**config.mk**
```make
export PLATFORM = sky130hd
export DESIGN_NAME = eirq_flags
export DESIGN_NICKNAME = d
export VERILOG_FILES = /design/src/core/eirq_pkg.sv /design/src/core/eirq_edge.sv /design/src/core/eirq_flags.sv
export VERILOG_INCLUDE_DIRS = /design/src /design/src/core
export SDC_FILE = /design/constraint.sdc
export NUM_CORES = 1
export LEC_CHECK = 0
export BUFFER_PORTS_ARGS = -buffer_cell sky130_fd_sc_hd__buf_2
export CORE_UTILIZATION = 54
export DETAILED_ROUTE_END_ITERATION = 10
export GPL_TIMING_DRIVEN = 0
export PLACE_DENSITY = 0.83
export RECOVER_POWER = 100
export SETUP_SLACK_MARGIN = 0.02
export SLEW_MARGIN = 20
export SYNTH_ARGS = -nofsm -noshare
export SYNTH_HDL_FRONTEND = slang
export SYNTH_SLANG_ARGS = --single-unit
```
**constraint.sdc**
```tcl
create_clock -name REF_CLK_I -period 2.7 [get_ports REF_CLK_I]
set_input_delay 0.405 -clock REF_CLK_I [delete_from_list [all_inputs] [get_ports REF_CLK_I]]
set_output_delay 0.405 -clock REF_CLK_I [all_outputs]
set_load 0.005 [all_outputs]
```
**src/core/eirq_map.svh**
```systemverilog
`ifndef EIRQ_MAP_SVH
`define EIRQ_MAP_SVH

// ****************************************************************
// Register indices, byte address is four times the index.
// ****************************************************************
`define EIRQ_IDX_MODE_HI  8'hCA
`define EIRQ_IDX_MODE_LO  8'hCB
`define EIRQ_IDX_REQ0     8'hCC
`define EIRQ_IDX_GRP      8'hCD
`define EIRQ_IDX_MODE_P1  8'hD7
`define EIRQ_IDX_REQ1     8'hD8
`define EIRQ_IDX_STAT     8'hE0
`define EIRQ_IDX_MASK     8'hE1

// ****************************************************************
// Reset values and field positions.
// ****************************************************************
`define EIRQ_RST_BYTE     8'h00
`define EIRQ_RST_SRC      12'h000
`define EIRQ_REQ1_W       4
`define EIRQ_NUM_SRC      12
`define EIRQ_FALL_BIT     0
`define EIRQ_RISE_BIT     1
`define EIRQ_MODE_OFF     2'h0
`define EIRQ_MODE_FALL    2'h1
`define EIRQ_MODE_RISE    2'h2
`define EIRQ_MODE_BOTH    2'h3

`endif

```
**src/core/eirq_pkg.sv**
```systemverilog
`include "eirq_map.svh"

package eirq_pkg;

    // ****************************************************************
    // Edge modes of one source.
    // ****************************************************************
    typedef enum logic [1:0] {
        EIRQ_OFF  = `EIRQ_MODE_OFF,
        EIRQ_FALL = `EIRQ_MODE_FALL,
        EIRQ_RISE = `EIRQ_MODE_RISE,
        EIRQ_BOTH = `EIRQ_MODE_BOTH
    } eirq_mode_t;

    typedef logic [`EIRQ_NUM_SRC-1:0] eirq_src_vec_t;

endpackage

```
**src/core/eirq_edge.sv**
```systemverilog
`timescale 1ns/1ps
`include "eirq_map.svh"

module eirq_edge
    import eirq_pkg::*;
#(
    parameter int N = `EIRQ_NUM_SRC
) (
    input  wire logic           clk_i,
    input  wire logic           rst_i,
    input  wire logic           ce_i,
    input  wire logic [N-1:0]   pin_i,
    input  wire logic [2*N-1:0] mode_i,
    output logic      [N-1:0]   edge_o
);

    logic         armed_q;
    logic [N-1:0] prev_q;
    logic [N-1:0] edge_q;
    logic [N-1:0] hit;

    // ****************************************************************
    // Per-pin edge detection.
    // ****************************************************************
    for (genvar i = 0; i < N; i++) begin : g_bit
        wire fall = armed_q & prev_q[i] & ~pin_i[i];
        wire rise = armed_q & ~prev_q[i] & pin_i[i];
        assign hit[i] = (mode_i[2*i+`EIRQ_FALL_BIT] & fall) | (mode_i[2*i+`EIRQ_RISE_BIT] & rise);
    end

    always_ff @(posedge clk_i) begin
        if (rst_i) begin
            armed_q <= 1'b0;
            prev_q  <= '0;
            edge_q  <= '0;
        end else if (ce_i) begin
            armed_q <= 1'b1;
            prev_q  <= pin_i;
            edge_q  <= hit;
        end
    end

    assign edge_o = edge_q;

endmodule

```
**src/core/eirq_flags.sv**
```systemverilog
`timescale 1ns/1ps
`include "eirq_map.svh"

module eirq_flags
    import eirq_pkg::*;
(
    input  wire logic        REF_CLK_I,
    input  wire logic        SYS_RST_I,
    input  wire logic        CLK_EN_I,
    input  wire logic        HSEL_I,
    input  wire logic [31:0] HADDR_I,
    input  wire logic [1:0]  HTRANS_I,
    input  wire logic        HWRITE_I,
    input  wire logic [2:0]  HSIZE_I,
    input  wire logic [31:0] HWDATA_I,
    input  wire logic        HREADY_I,
    output logic      [31:0] HRDATA_O,
    output logic             HREADYOUT_O,
    output logic             HRESP_O,
    input  wire logic [11:0] EXT_PIN_I,
    input  wire logic        GLOBAL_IE_I,
    input  wire logic        VECTOR_ACK_I,
    input  wire logic [3:0]  VECTOR_SRC_I,
    output logic      [11:0] IRQ_REQ_O,
    output logic             IRQ_O
);

    // ****************************************************************
    // Registers.
    // ****************************************************************
    logic [7:0]          mode_hi_q;
    logic [7:0]          mode_lo_q;
    logic [7:0]          mode_p1_q;
    logic [7:0]          req0_q;
    logic [3:0]          req1_q;
    logic [7:0]          grp_q;
    eirq_src_vec_t       stat_q;
    eirq_src_vec_t       mask_q;
    eirq_src_vec_t       irq_req_q;
    logic                dph_wr_q;
    logic                dph_rd_q;
    logic                rd_done_q;
    logic                hit_q;
    logic [7:0]          addr_q;
    logic [31:0]         hrdata_q;

    // ****************************************************************
    // Source-ordered views of the register layouts, and register-ordered views of the source vectors.
    // ****************************************************************
    logic [23:0]         mode_src;
    eirq_src_vec_t       ev;
    eirq_src_vec_t       clr_src;
    eirq_src_vec_t       pend_src;
    logic [7:0]          ev_r0;
    logic [3:0]          ev_r1;
    logic [7:0]          ev_g;
    logic [7:0]          clr_r0;
    logic [3:0]          clr_r1;

    assign mode_src = {mode_lo_q[3:0], mode_p1_q, mode_hi_q, mode_lo_q[7:4]};
    assign pend_src = {req0_q[1:0], req1_q, req0_q[7:2]};
    assign ev_r0    = {ev[5:0], ev[11:10]};
    assign ev_r1    = ev[9:6];
    assign ev_g     = {ev[0], ev[2], ev[4], ev[7], ev[8], ev[9], ev[10], ev[11]};
    assign clr_src  = VECTOR_ACK_I ? (12'h001 << VECTOR_SRC_I) : 12'h000;
    assign clr_r0   = {clr_src[5:0], clr_src[11:10]};
    assign clr_r1   = clr_src[9:6];

    eirq_edge #(
        .N (`EIRQ_NUM_SRC)
    ) u_edge (
        .clk_i  (REF_CLK_I),
        .rst_i  (SYS_RST_I),
        .ce_i   (CLK_EN_I),
        .pin_i  (EXT_PIN_I),
        .mode_i (mode_src),
        .edge_o (ev)
    );

    // ****************************************************************
    // Bus decode.
    // ****************************************************************
    wire accept  = HSEL_I & HTRANS_I[1] & HREADY_I;
    wire map_ok  = (HADDR_I[31:10] == 22'h000000) & (HADDR_I[1:0] == 2'h0);
    wire wr_ok   = dph_wr_q & hit_q & HREADY_I;
    wire wr_mhi  = wr_ok & (addr_q == `EIRQ_IDX_MODE_HI);
    wire wr_mlo  = wr_ok & (addr_q == `EIRQ_IDX_MODE_LO);
    wire wr_mp1  = wr_ok & (addr_q == `EIRQ_IDX_MODE_P1);
    wire wr_req0 = wr_ok & (addr_q == `EIRQ_IDX_REQ0);
    wire wr_req1 = wr_ok & (addr_q == `EIRQ_IDX_REQ1);
    wire wr_grp  = wr_ok & (addr_q == `EIRQ_IDX_GRP);
    wire wr_stat = wr_ok & (addr_q == `EIRQ_IDX_STAT);
    wire wr_mask = wr_ok & (addr_q == `EIRQ_IDX_MASK);

    logic [31:0] rd_mux;
    always_comb begin
        rd_mux = 32'h00000000;
        if (hit_q) begin
            unique case (addr_q)
                `EIRQ_IDX_MODE_HI: rd_mux = {24'h000000, mode_hi_q};
                `EIRQ_IDX_MODE_LO: rd_mux = {24'h000000, mode_lo_q};
                `EIRQ_IDX_MODE_P1: rd_mux = {24'h000000, mode_p1_q};
                `EIRQ_IDX_REQ0:    rd_mux = {24'h000000, req0_q};
                `EIRQ_IDX_REQ1:    rd_mux = {28'h0000000, req1_q};
                `EIRQ_IDX_GRP:     rd_mux = {24'h000000, grp_q};
                `EIRQ_IDX_STAT:    rd_mux = {20'h00000, stat_q};
                `EIRQ_IDX_MASK:    rd_mux = {20'h00000, mask_q};
                default:           rd_mux = 32'h00000000;
            endcase
        end
    end

    // ****************************************************************
    // Next values; a vector clear beats a write, an edge beats both.
    // ****************************************************************
    wire [7:0]     req0_d = ((wr_req0 ? HWDATA_I[7:0] : req0_q) & ~clr_r0) | ev_r0;
    wire [3:0]     req1_d = ((wr_req1 ? HWDATA_I[3:0] : req1_q) & ~clr_r1) | ev_r1;
    wire [7:0]     grp_d  = (wr_grp ? HWDATA_I[7:0] : grp_q) | ev_g;
    wire [11:0]    stat_d = (stat_q & ~(wr_stat ? HWDATA_I[11:0] : 12'h000)) | ev;
    wire [11:0]    req_d  = pend_src & {12{GLOBAL_IE_I}};

    always_ff @(posedge REF_CLK_I) begin
        if (SYS_RST_I) begin
            mode_hi_q <= `EIRQ_RST_BYTE;
            mode_lo_q <= `EIRQ_RST_BYTE;
            mode_p1_q <= `EIRQ_RST_BYTE;
            req0_q    <= `EIRQ_RST_BYTE;
            req1_q    <= 4'h0;
            grp_q     <= `EIRQ_RST_BYTE;
            stat_q    <= `EIRQ_RST_SRC;
            mask_q    <= `EIRQ_RST_SRC;
            irq_req_q <= `EIRQ_RST_SRC;
        end else if (CLK_EN_I) begin
            mode_hi_q <= wr_mhi ? HWDATA_I[7:0] : mode_hi_q;
            mode_lo_q <= wr_mlo ? HWDATA_I[7:0] : mode_lo_q;
            mode_p1_q <= wr_mp1 ? HWDATA_I[7:0] : mode_p1_q;
            req0_q    <= req0_d;
            req1_q    <= req1_d;
            grp_q     <= grp_d;
            stat_q    <= stat_d;
            mask_q    <= wr_mask ? HWDATA_I[11:0] : mask_q;
            irq_req_q <= req_d;
        end
    end

    always_ff @(posedge REF_CLK_I) begin
        if (SYS_RST_I) begin
            dph_wr_q  <= 1'b0;
            dph_rd_q  <= 1'b0;
            rd_done_q <= 1'b0;
            hit_q     <= 1'b0;
            addr_q    <= 8'h00;
            hrdata_q  <= 32'h00000000;
        end else if (CLK_EN_I) begin
            if (HREADY_I) begin
                dph_wr_q  <= accept & HWRITE_I;
                dph_rd_q  <= accept & ~HWRITE_I;
                rd_done_q <= 1'b0;
                hit_q     <= map_ok;
                addr_q    <= HADDR_I[9:2];
            end else if (dph_rd_q) begin
                rd_done_q <= 1'b1;
                hrdata_q  <= rd_mux;
            end
        end
    end

    assign HREADYOUT_O = ~dph_rd_q | rd_done_q;
    assign HRDATA_O    = hrdata_q;
    assign HRESP_O     = 1'b0;
    assign IRQ_REQ_O   = irq_req_q;
    assign IRQ_O       = |(stat_q & mask_q);
endmodule

```
# --- Word level (Yosys, flattened, before mapping) ---
# Index checks and enable logic that the tools add are counted.
word_totals:
  reg_bits: 149
  in_bits: 93
  output_inout_bits: 47
  elab_cells: 186
op_classes:
  n_eq_ne: 8
  shifts: 1
  n_mux: 9
  bitwise_logic: 139
  n_reduce_logical: 11
ops:
  columns: ["cell", "count"]
  rows:
  - ["$pmux W12 S8", 1]
  - ["$and A1 B1 Y1", 87]
  - ["$eq A8 B8 Y1 const B", 8]
  - ["$and A12 B12 Y12", 3]
  - ["$mux W12", 3]
  - ["$not A1 Y1", 27]
  - ["$logic_not A22 Y1", 1]
  - ["$mux W8", 2]
  - ["$or A8 B8 Y8", 2]
  - ["$or A1 B1 Y1", 13]
  - ["$not A12 Y12", 1]
  - ["$or A12 B12 Y12", 1]
  - ["$reduce_and A2 Y1", 6]
  - ["$reduce_or A12 Y1", 1]
  - ["$shl A1 B4 Y12 const A", 1]
  - ["$and A8 B8 Y8", 1]
  - ["$not A8 Y8", 1]
  - ["$and A4 B4 Y4", 1]
  - ["$mux W4", 1]
  - ["$not A4 Y4", 1]
  - ["$or A4 B4 Y4", 1]
  - ["$reduce_and A3 Y1", 1]
  - ["$logic_not A2 Y1", 1]
  - ["$mux W1", 2]
  - ["$reduce_bool A2 Y1", 1]

# --- Logic depth before layout (Yosys ltp) ---
# Gate-level depths: netlist of run 1.
depth:
  depth_word: 7
  mapped_depth: 7
  depth_no_buf: 4

# --- Cells and area by module ---
# From an unflattened synthesis of run 1, not the netlist that was laid out.
unflattened:
  cells_unflattened: 679
  hier_area_um2: 6080.8
by_module_without_submodules:
  columns: ["mod", "n_inst", "cells_each", "area_each_um2", "seq_area_each_um2"]
  rows:
  - ["eirq_flags", 1, 560, 4923.5, 2082.0]
  - ["eirq_edge", 1, 119, 1157.4, 500.5]

# --- Worst setup path after synthesis of run 1 ---
# Ideal clock, no wire load.
synth_path:
  path_type: "flip-flop to flip-flop"
  from: "register addr_q[1]"
  to: "register mask_q[10]"
  setup_time_ns: 0.128
  t_arrival_ns: 1.731
  t_required_ns: 2.572
  path_slack_ns: 0.842
  stages_incl_launch_ff: 7
  n_path_buf: 2
  period_less_slack_ns: 1.858
  path_cell_list: "dfxtp_1 -> or4b_1 -> or4_1 -> buf_2 -> buf_6 -> mux2i_1 -> nor2_1"
synth_between:
  elab_chain_cells: 3
synth_rtl:
  columns: ["element", "line_no", "rtl"]
  rows:
  - ["from (decl)", "eirq_flags.sv:44", "logic [7:0] addr_q;"]
  - ["from (signal assigned)", "eirq_flags.sv:160", "addr_q <= HADDR_I[9:2];"]
  - ["$eq A8 B8 Y1", null, null]
  - ["$and A1 B1 Y1", "eirq_flags.sv:93", "wire wr_mask = wr_ok & (addr_q == `EIRQ_IDX_MASK);"]
  - ["$reduce_and A2 Y1 (no source line)", null, null]
  - ["to (signal assigned)", "eirq_flags.sv:131", "mask_q <= `EIRQ_RST_SRC;"]
  - ["to (signal assigned)", "eirq_flags.sv:141", "mask_q <= wr_mask ? HWDATA_I[11:0] : mask_q;"]
  - ["to (decl)", "eirq_flags.sv:38", "eirq_src_vec_t mask_q;"]
# No other way between the ends.
# A chain may end at the register's enable or synchronous reset.

# --- Worst setup path after layout of run 1 ---
layout_path:
  from: "register addr_q[0]"
  to: "register mode_p1_q[5]"
layout_between:
  elab_chain_cells: 3
layout_rtl:
  columns: ["element", "line_no", "rtl"]
  rows:
  - ["$eq A8 B8 Y1", null, null]
  - ["$and A1 B1 Y1", "eirq_flags.sv:88", "wire wr_mp1 = wr_ok & (addr_q == `EIRQ_IDX_MODE_P1);"]
  - ["$reduce_and A2 Y1 (no source line)", null, null]
  - ["to (signal assigned)", "eirq_flags.sv:126", "mode_p1_q <= `EIRQ_RST_BYTE;"]
  - ["to (signal assigned)", "eirq_flags.sv:136", "mode_p1_q <= wr_mp1 ? HWDATA_I[7:0] : mode_p1_q;"]
  - ["to (decl)", "eirq_flags.sv:33", "logic [7:0] mode_p1_q;"]
# No other way between the ends.

==> results of run 1 <==
==> worst min path at each step <==
stage | to | start
6_report | addr_q[2] | HADDR_I[4]
5_1_grt | addr_q[3] | HADDR_I[5]
4_1_cts | addr_q[6] | HADDR_I[8]
3_5_place_dp | HRDATA_O[9] | HRDATA_O[9]
3_3_place_gp | HRDATA_O[2] | HRDATA_O[2]
2_1_floorplan | u_edge.armed_q | u_edge.armed_q
==> final cells by class <==
| cell class | instances | area share [%] |
|---|---|---|
| timing repair buffer | 89 | 6.10 |
| tap | 136 | 2.40 |
| inverter | 14 | 0.740 |
| clock inverter | 6 | 0.511 |
| buffer | 64 | 4.58 |
| multi-input combinational | 486 | 42.9 |
| sequential | 129 | 36.4 |
| clock buffer | 23 | 6.43 |
==> flip-flops by register name (all words and copies together) (netlist names) <==
name            cells
HRDATA_O           12
grp_q               8
u_edge.prev_q      12
mode_hi_q           8
addr_q              8
hit_q               1
dph_rd_q            1
IRQ_REQ_O          12
stat_q             12
req1_q              4
mask_q             12
rd_done_q           1
dph_wr_q            1
mode_p1_q           8
req0_q              8
u_edge.edge_o      12
mode_lo_q           8
u_edge.armed_q      1
==> worst max-delay path: stages, from the launching register on <==
cell	delay (ns)
dfxtp_1	0.30
clkbuf_2	0.26
buf_4	0.31
nand4b_1	0.21
nor3_2	0.91
mux2i_1	0.30
nor2_1	0.07
==> placed cells by master (no fill, tap or decap), types with 3 or more instances in the layout <==
master / n
a222oi_1: 4
inv_1: 14
clkinv_2: 4
or4_1: 4
nand3_1: 15
nand4b_1: 3
nand2_1: 60
nor2b_1: 11
nand3b_1: 14
o21ai_0: 36
nor3_1: 9
nor4_1: 6
clkbuf_8: 3
clkbuf_16: 16
a21oi_1: 57
a22o_1: 7
dfxtp_1: 129
buf_2: 79
nand2b_1: 14
conb_1: 21
nor2_1: 80
buf_4: 22
clkbuf_1: 52
mux2_2: 4
mux2i_1: 92
a221oi_1: 17
o22ai_1: 8
==> through the flow <==
step,hold slack (ns),power (mW),utilization [%]
6_report,0.0985,4.17,67.6
5_1_grt,0.102,4.29,67.6
4_1_cts,0.0939,4.16,68.0
3_5_place_dp,0.441,2.24,63.3
3_3_place_gp,0.431,2.23,63.3
2_1_floorplan,0.432,2.13,-
==> report_power, final <==
part | switching, mW | total (mW) | internal [mW]
clock network | 0.805 | 1.96 | 1.15
registers | 0.0165 | 1.94 | 1.92
logic | 0.165 | 0.269 | 0.104
total | 0.986 | 4.17 | 3.18
==> layer usage <==
layer / up-vias / share of wire (%) / GRT usage (%)
met4: 0 / 3.6 / 14.3
met3: 57 / 8.2 / 7.90
li1: 2600 / - / -
met5: - / 0 / 0
met2: 269 / 46 / 51.6
met1: 2645 / 42 / 40.9
==> cells by family after synthesis <==
logic type      count (synthesis)  synth area share [%]
other cells                     1                0.0629
mux                            96                  16.2
compound gates                134                  13.4
simple gates                  235                  20.4
buf+inv                        78                  6.61
flops                         129                  43.3
==> out/metrics.csv, run 1 <==
stage,metric,value,unit
worst_setup_path,r2r-start,addr_q[0],
cells_and_area,multi_input_area,3050,µm²
global_routing,grt_max_degree,17,
logic_synthesis,synth.area.top_cells,"dfxtp_1, mux2i_1, nor2_1",
sta,worst_pin_slew,1.16,ns
worst_setup_path,worstPathRequired,3.11,ns
clock_tree,numCtsBuffers,17,
job,drv_cap,0,
sta,relSlewSlack,22.6,%
logic_synthesis,synthCells,673,
logic_synthesis,ys_seq_area_share,43.3,%
routing,drc,0,
clock_tree,postCtsSetupRepairBufs,0,
worst_setup_path,worstSetupStartpoint,addr_q[0],
worst_setup_path,critical_path_arrival,2.92,ns
sta,post-route-period-util,93.0,%
sta,setup_viol,0,
clock_tree,cts_tree,yes,
logic_synthesis,synth_top_cell_by_area,dfxtp_1,
global_routing,grt_pass1_wl,27400,µm
routing,routed_wl,17700,µm
clock_tree,cts_root_buf,clkbuf_8,
worst_setup_path,regToRegSetupSlack,0.19,ns
clock_tree,cts-htree-levels,4,
floorplan,num_rows,37,
floorplan,core,10500,µm²
sta,final_max_slew_viol_count,0,
logic_synthesis,synth_area,5960,µm²
routing,wl_per_cell,18.7,µm
sta,finClkSkew,0.00881,ns
worst_hold_path,hold_depth,3,
cells_and_area,seq_area,2580,µm²
worst_setup_path,r2r_end,mode_p1_q[5],
power_and_ir_drop,p_per_area,587,nW/µm²
placed_design,placedCellCount,918,
worst_setup_path,reg2reg_depth,6,
clock_tree,path_clk_slew,0.06,ns
logic_synthesis,yosysMostFrequentCell,dfxtp_1,
logic_synthesis,postSynthAreaPerCell,8.85,µm²
routing,ant_nets,0,
logic_synthesis,synth_edf_count,0,
power_and_ir_drop,ir_drop,0.468,mV
placed_design,dp_slack,0.339,ns
routing,via_count,5571,
logic_synthesis,ys_ff_latch,129,
logic_synthesis,ys.warnings.count,0,
worst_setup_path,crit_path_start_kind,register,
logic_synthesis,synth_cell_types,42,
sta,fin_ws,0.189,ns
routing,first_pass_iters,5,
logic_synthesis,yosys_most_used_dff,dfxtp_1,
floorplan,dieArea,11500,µm²
worst_hold_path,min_path_type,in2reg,
worst_setup_path,critPathCaptureType,register,
routing,vias_per_cell,5.88,
global_routing,grt-ovfl-total,0,
floorplan,io_pins,140,
floorplan,start_util,56.7,%
cells_and_area,final_area,7100,µm²
worst_setup_path,crit_type,reg2reg,
placed_design,gp_congestion,0.966,
cells_and_area,nFillCells,864,
logic_synthesis,yosys.area.top_type_share,43.3,%
clock_tree,cts_resized,0,
global_routing,grt_usage,32.2,%
floorplan,fp.dieW,107,µm
clock_tree,clk_latency,0.55,ns
routing,drt_iter0_drc,474,
worst_setup_path,crit_fanout,10,
clock_tree,cts_hold_buffers,0,
sta,grt_setup_unrepaired,false,
outcome,outcome,"complete, no violations",
logic_synthesis,synth-async-reset-ratio,0,%
sta,finalHoldViolations,0,
global_routing,antenna_found_initial,0,
cells_and_area,area_growth,19.2,%
sta,setup_tns,0,ns
placed_design,placed_area,6650,µm²
cells_and_area,layout.nets,894,
floorplan,chipHeight,107,µm
global_routing,grt_pass1_vias,5216,
cells_and_area,insertedDiodeCount,0,
placed_design,io_buffers,89,
placed_design,hpwl,13100,µm
sta,min_period,2.51,ns
sta,max_clock_freq,0.398,GHz
clock_tree,clock-sinks,129,
worst_setup_path,critPathCapture,mode_p1_q[5],
cells_and_area,fin_cells,947,
clock_tree,cts_max_path_buffers,2,
logic_synthesis,netlist_top_cells_count,"dfxtp_1, mux2i_1, nor2_1",
power_and_ir_drop,leakage,2.85,nW
cells_and_area,drive_above_1_share,16.8,%
(Power assumes the default switching activity.)
==> inputs of run 2 (changes only) <==
--- a/config.mk
+++ b/config.mk
@@ -8,6 +8,7 @@
 export LEC_CHECK = 0
 export BUFFER_PORTS_ARGS = -buffer_cell sky130_fd_sc_hd__buf_2
 export CORE_UTILIZATION = 54
+export CTS_CLUSTER_SIZE = 25
 export DETAILED_ROUTE_END_ITERATION = 10
 export GPL_TIMING_DRIVEN = 0
 export PLACE_DENSITY = 0.83
==> constraint.sdc (replaced) <==
create_clock -name REF_CLK_I -period 2.7 [get_ports REF_CLK_I]
set_input_delay 0.405 -clock REF_CLK_I [delete_from_list [all_inputs] [get_ports REF_CLK_I]]
set_output_delay 0.405 -clock REF_CLK_I [all_outputs]
set_load 0.05 [all_outputs]
==> run 2 against run 1 <==
  * Sequential power about the same
  * Register-to-register slack better by 0.05 ns
  * Sequential cell count unchanged
  * Combinational power rose by 22%
  * Via count shrank 0.47%
  * Core utilization down 0.19 points
==> out/metrics.csv, run 2 (same netlist as run 1, synthesis figures left out) <==
stage,metric,value,unit,change
placed_design,dp_slack,0.339,ns,unchanged
sta,setup_tns,0,ns,unchanged
placed_design,hpwl,13100,µm,unchanged
routing,wl_per_cell,18.6,µm,was 18.7 µm
power_and_ir_drop,leakage,2.78,nW,was 2.85 nW
global_routing,grt_max_degree,17,,unchanged
sta,grt_setup_unrepaired,false,,unchanged
placed_design,io_buffers,89,,unchanged
sta,fin_ws,0.238,ns,was 0.189 ns
routing,routed_wl,17600,µm,"was 17,700 µm"
clock_tree,postCtsSetupRepairBufs,0,,unchanged
outcome,outcome,"complete, no violations",,unchanged
routing,drc,0,,unchanged
sta,post-route-period-util,91.2,%,was 93.0%
sta,setup_viol,0,,unchanged
global_routing,antenna_found_initial,0,,unchanged
clock_tree,numCtsBuffers,17,,unchanged
clock_tree,cts_root_buf,clkbuf_8,,unchanged
worst_setup_path,crit_path_start_kind,register,,unchanged
routing,via_count,5545,,"was 5,571"
sta,min_period,2.46,ns,was 2.51 ns
cells_and_area,final_cell_mix,"dfxtp_1, mux2i_1, nor2_1, clkbuf_1, buf_2",,"was dfxtp_1, mux2i_1, nor2_1, buf_2, nand2_1"
worst_setup_path,crit_type,reg2reg,,unchanged
sta,final_max_slew_viol_count,0,,unchanged
placed_design,placedCellCount,918,,unchanged
placed_design,gp_congestion,0.966,,unchanged
cells_and_area,area_growth,18.9,%,was 19.2%
floorplan,chipHeight,107,µm,unchanged
power_and_ir_drop,ir_drop,0.479,mV,was 0.468 mV
sta,finClkSkew,0.00830,ns,was 0.00881 ns
clock_tree,cts_tree,yes,,unchanged
power_and_ir_drop,p_total,4.22,mW,was 4.17 mW
routing,drt_iter0_drc,488,,was 474
floorplan,dieArea,11500,µm²,unchanged
floorplan,start_util,56.7,%,unchanged
cells_and_area,seq_area,2580,µm²,unchanged
worst_setup_path,critical_path_arrival,2.87,ns,was 2.92 ns
worst_setup_path,worstPathRequired,3.11,ns,about the same
global_routing,grt_pass1_wl,27400,µm,unchanged
cells_and_area,layout.nets,894,,unchanged
sta,finalHoldViolations,0,,unchanged
routing,vias_per_cell,5.86,,was 5.88
cells_and_area,final_area,7080,µm²,was 7100 µm²
clock_tree,clock-sinks,129,,unchanged
clock_tree,cts_max_path_buffers,2,,unchanged
sta,worst_hold_slack,0.100,ns,was 0.0985 ns
routing,ant_nets,0,,unchanged
cells_and_area,fin_cells,947,,unchanged
floorplan,num_rows,37,,unchanged
clock_tree,clk_latency,0.55,ns,about the same
floorplan,core,10500,µm²,unchanged
global_routing,grt_usage,32.2,%,unchanged
floorplan,io_pins,140,,unchanged
job,drv_cap,0,,unchanged
global_routing,grt-ovfl-total,0,,unchanged
sta,worst_pin_slew,1.12,ns,was 1.16 ns
clock_tree,cts_resized,0,,unchanged
routing,first_pass_iters,5,,unchanged
worst_setup_path,crit_fanout,10,,unchanged
floorplan,fp.dieW,107,µm,unchanged
cells_and_area,multi_input_area,3050,µm²,unchanged
clock_tree,path_clk_slew,0.06,ns,about the same
sta,relSlewSlack,25.2,%,was 22.6%
cells_and_area,postLayoutCoreUtil,67.4,%,was 67.6%
sta,max_clock_freq,0.406,GHz,was 0.398 GHz
cells_and_area,insertedDiodeCount,0,,unchanged
clock_tree,cts_hold_buffers,0,,unchanged
power_and_ir_drop,p_per_area,596,nW/µm²,was 587 nW/µm²
cells_and_area,nFillCells,874,,was 864
worst_setup_path,critPathCaptureType,register,,unchanged
worst_hold_path,min_path_type,in2reg,,unchanged
clock_tree,cts-htree-levels,4,,unchanged
cells_and_area,layout_commonest_cell,dfxtp_1,,unchanged
cells_and_area,drive_above_1_share,14.8,%,was 16.8%
placed_design,placed_area,6650,µm²,unchanged
global_routing,grt_pass1_vias,5216,,unchanged
## run 2: cell count changes in the layout (fill, tap and decap cells not counted)
cell / delta
clkbuf_1: +16
buf_2: -16
## run 2: final cells by class
class / instances / area share [%]
Clock buffer: 23 / 6.45
Sequential cell: 129 / 36.5
Inverter: 14 / 0.742
Tap cell: 136 / 2.40
Clock inverter: 6 / 0.512
Buffer: 64 / 4.59
Timing Repair Buffer: 89 / 5.83
Multi-Input combinational cell: 486 / 43.0
## run 2: worst paths after layout
| kind | start | endpoint | slack [ns] | cells after the start |
|---|---|---|---|---|
| min reg2reg | HRDATA_O[9] | HRDATA_O[9] | 0.45 | 2 |
| max | addr_q[0] | mode_p1_q[5] | 0.24 | 6 |
| max reg2reg | addr_q[0] | mode_p1_q[5] | 0.24 | 6 |
| min | HADDR_I[4] | addr_q[2] | 0.1 | 3 |
## run 2: routing by layer
metal	routed length (µm)	share of wire [%]	global-route usage (%)
met4	541	3.1	14.3
met2	8330	47	51.6
met1	7270	41	40.9
met3	1500	8.5	7.90
met5	0	0	0
## run 2: critical path, stage by stage, from the launching register on
cell	delay (ns)
dfxtp_1	0.30
clkbuf_2	0.26
buf_4	0.30
nand4b_1	0.21
nor3_2	0.88
mux2i_1	0.29
nor2_1	0.07
## run 2: where the power goes
group	total (mW)	switching [mW]	internal (mW)
Clock	1.96	0.804	1.15
Combinational	0.328	0.223	0.105
Sequential	1.94	0.0162	1.92
==> inputs of run 3 (changes only) <==
--- a/config.mk
+++ b/config.mk
@@ -11,7 +11,7 @@
 export CTS_CLUSTER_SIZE = 25
 export DETAILED_ROUTE_END_ITERATION = 10
 export GPL_TIMING_DRIVEN = 0
-export PLACE_DENSITY = 0.83
+export PLACE_DENSITY = 0.79
 export RECOVER_POWER = 100
 export SETUP_SLACK_MARGIN = 0.02
 export SLEW_MARGIN = 20
==> run 3 against run 2 <==
  * Clock skew is 0.00083 ns lower
  * Final area rose by 1.7%
  * Largest cell class unchanged
  * Fmax is 3.0% higher
  * Highest routed layer unchanged
  * Wire length up 1.0%
  * Final cell count increased by 0.21%
  * Sequential share of layout area down 0.60 points
  * Critical endpoint is now mode_p1_q[6]
==> out/metrics.csv, run 3 (same netlist as run 1, synthesis figures left out) <==
stage,metric,value,unit,change
cells_and_area,final_area,7200,µm²,was 7080 µm²
placed_design,io_buffers,89,,unchanged
placed_design,placed_area,6650,µm²,unchanged
sta,setup_viol,0,,unchanged
clock_tree,cts_root_buf,clkbuf_8,,unchanged
worst_hold_path,min_path_type,in2reg,,unchanged
worst_setup_path,crit_type,reg2reg,,unchanged
floorplan,io_pins,140,,unchanged
worst_hold_path,hold_depth,3,,unchanged
power_and_ir_drop,power_frac_clock,51.3,%,was 46.3%
sta,post-route-period-util,88.5,%,was 91.2%
clock_tree,cts_max_path_buffers,2,,unchanged
worst_setup_path,cp_num_cells,6,,unchanged
power_and_ir_drop,combPwrFrac,7.1,%,was 7.8%
power_and_ir_drop,pwr-share-seq,41.6,%,was 45.9%
clock_tree,path_clk_slew,0.06,ns,about the same
power_and_ir_drop,leakage,2.83,nW,was 2.78 nW
power_and_ir_drop,p_total,4.66,mW,was 4.22 mW
cells_and_area,area_growth,20.8,%,was 18.9%
cells_and_area,postLayoutCoreUtil,68.5,%,was 67.4%
routing,via_count,5492,,"was 5,545"
floorplan,fp.dieW,107,µm,unchanged
floorplan,chipHeight,107,µm,unchanged
worst_setup_path,r2r-start,addr_q[0],,unchanged
cells_and_area,final_cell_mix,"dfxtp_1, mux2i_1, nor2_1, buf_2, clkbuf_1",,"was dfxtp_1, mux2i_1, nor2_1, clkbuf_1, buf_2"
power_and_ir_drop,p_per_area,647,nW/µm²,was 596 nW/µm²
power_and_ir_drop,p_sw_share,23.8,%,was 24.7%
worst_setup_path,critPathCaptureType,register,,unchanged
clock_tree,clk_latency,0.54,ns,was 0.55 ns
clock_tree,clock-sinks,129,,unchanged
sta,relSlewSlack,18.9,%,was 25.2%
routing,wl_per_cell,18.8,µm,was 18.6 µm
worst_setup_path,path_buf_inv,2,,unchanged
power_and_ir_drop,ir_drop,0.608,mV,was 0.479 mV
sta,final_max_slew_viol_count,0,,unchanged
clock_tree,postCtsSetupRepairBufs,0,,unchanged
routing,ant_nets,0,,unchanged
power_and_ir_drop,p_int,3.55,mW,was 3.18 mW
placed_design,placedCellCount,918,,unchanged
cells_and_area,multi_input_area,3040,µm²,was 3050 µm²
cells_and_area,drive_above_1_share,15.6,%,was 14.8%
power_and_ir_drop,switching_power,1.11,mW,was 1.04 mW
global_routing,grt_pass1_wl,27300,µm,"was 27,400 µm"
clock_tree,cts-htree-levels,4,,unchanged
sta,grt_setup_unrepaired,false,,unchanged
worst_setup_path,worstSetupStartpoint,addr_q[0],,unchanged
floorplan,core,10500,µm²,unchanged
global_routing,grt_usage,32.2,%,about the same
routing,vias_per_cell,5.79,,was 5.86
outcome,outcome,"complete, no violations",,unchanged
sta,worst_pin_slew,1.21,ns,was 1.12 ns
cells_and_area,insertedDiodeCount,0,,unchanged
cells_and_area,seq_area,2580,µm²,unchanged
sta,finalHoldViolations,0,,unchanged
worst_setup_path,cpPeakStageDelay,0.88,ns,about the same
routing,routed_wl,17800,µm,"was 17,600 µm"
placed_design,gp_congestion,0.909,,was 0.966
global_routing,grt-ovfl-total,0,,unchanged
routing,drt_iter0_drc,517,,was 488
sta,finClkSkew,0.00747,ns,was 0.00830 ns
job,drv_cap,0,,unchanged
cells_and_area,layout_commonest_cell,dfxtp_1,,unchanged
global_routing,antenna_found_initial,0,,unchanged
cells_and_area,fin_cells,949,,was 947
global_routing,grt_pass1_vias,5185,,"was 5,216"
global_routing,grt_max_degree,17,,unchanged
worst_setup_path,critical_path_arrival,2.79,ns,was 2.87 ns
worst_setup_path,crit_path_start_kind,register,,unchanged
clock_tree,numCtsBuffers,17,,unchanged
worst_setup_path,reg2reg_depth,6,,unchanged
floorplan,start_util,56.7,%,unchanged
cells_and_area,nFillCells,866,,was 874
worst_setup_path,crit_fanout,10,,unchanged
worst_setup_path,critPathTopFamily,simple AND/OR/NAND/NOR gates,,unchanged
worst_setup_path,crit_chain,buf_4 > buf_4 > nand4b_1 > nor3_2 > mux2i_1 > nor2_1,,was clkbuf_2 > buf_4 > nand4b_1 > nor3_2 > mux2i_1 > nor2_1
worst_setup_path,timing.critical_path.mode_cell,buf_4,,
routing,first_pass_iters,6,,was 5
clock_tree,cts_resized,0,,unchanged
worst_hold_path,worst_hold_startpoint,HADDR_I[7],,was HADDR_I[4]
sta,max_clock_freq,0.418,GHz,was 0.406 GHz
sta,min_period,2.39,ns,was 2.46 ns
clock_tree,cts_tree,yes,,unchanged
placed_design,hpwl,13100,µm,about the same
cells_and_area,layout.nets,894,,unchanged
clock_tree,cts_hold_buffers,0,,unchanged
routing,drc,0,,unchanged
worst_setup_path,worstPathRequired,3.10,ns,was 3.11 ns
floorplan,num_rows,37,,unchanged
worst_setup_path,cpMaxStageDelayCell,nor3_2,,unchanged
floorplan,dieArea,11500,µm²,unchanged
sta,setup_tns,0,ns,unchanged
==> run 3: cell count changes in the layout (fill, tap and decap cells not counted), sizes merged <==
cell	previous run	this run
clkbuf	89	81
clkinv	5	6
clkinvlp	1	3
bufinv	0	4
buf	87	90
==> run 3: worst paths after layout <==
| path | slack, ns | to |
|---|---|---|
| worst min register to register | 0.45 | HRDATA_O[6] |
| worst max-delay path | 0.31 | mode_p1_q[6] |
| worst max register to register | 0.31 | mode_p1_q[6] |
| worst min-delay path | 0.11 | addr_q[5] |
==> run 3: per-stage QoR <==
| stage | hold WS (ns) | worst slack, ns |
|---|---|---|
| final | 0.114 | 0.310 |
| after global routing | 0.106 | 0.151 |
| after CTS | 0.0950 | 0.370 |
| after detailed placement | 0.440 | 0.392 |
| after global placement | 0.431 | 0.376 |
| after floorplan | 0.432 | 0.842 |
==> run 3: metal layers <==
| layer | vias to the layer above | GRT usage, % | wire [µm] |
|---|---|---|---|
| met2 | 224 | 52.2 | 8470 |
| met3 | 34 | 8.94 | 1340 |
| met4 | 0 | 12.5 | 413 |
| met1 | 2625 | 40.5 | 7600 |
| met5 | - | 0 | 0 |
| li1 | 2609 | - | - |
==> run 3: layout make-up <==
type	instances	share of cell area, %
buffer	64	4.57
clock buffer	18	5.94
clock inverter	13	2.61
inverter	14	0.730
multi-input combinational	486	42.2
sequential	129	35.9
tap	136	2.36
timing repair buffer	89	5.74
==> run 3: worst min-delay path, cell delays in order <==
cell     delay (ns)
buf_2          0.10
nand2_1        0.05
a21oi_1        0.05
==> run 3: power groups by stage <==
stage	registers, mW	clock network, mW	logic, mW
floorplan	1.97	0	0.212
global placement	1.98	0	0.319
detailed placement	1.98	0	0.324
CTS	1.94	2.40	0.325
global route	1.94	2.49	0.350
finish	1.94	2.39	0.331
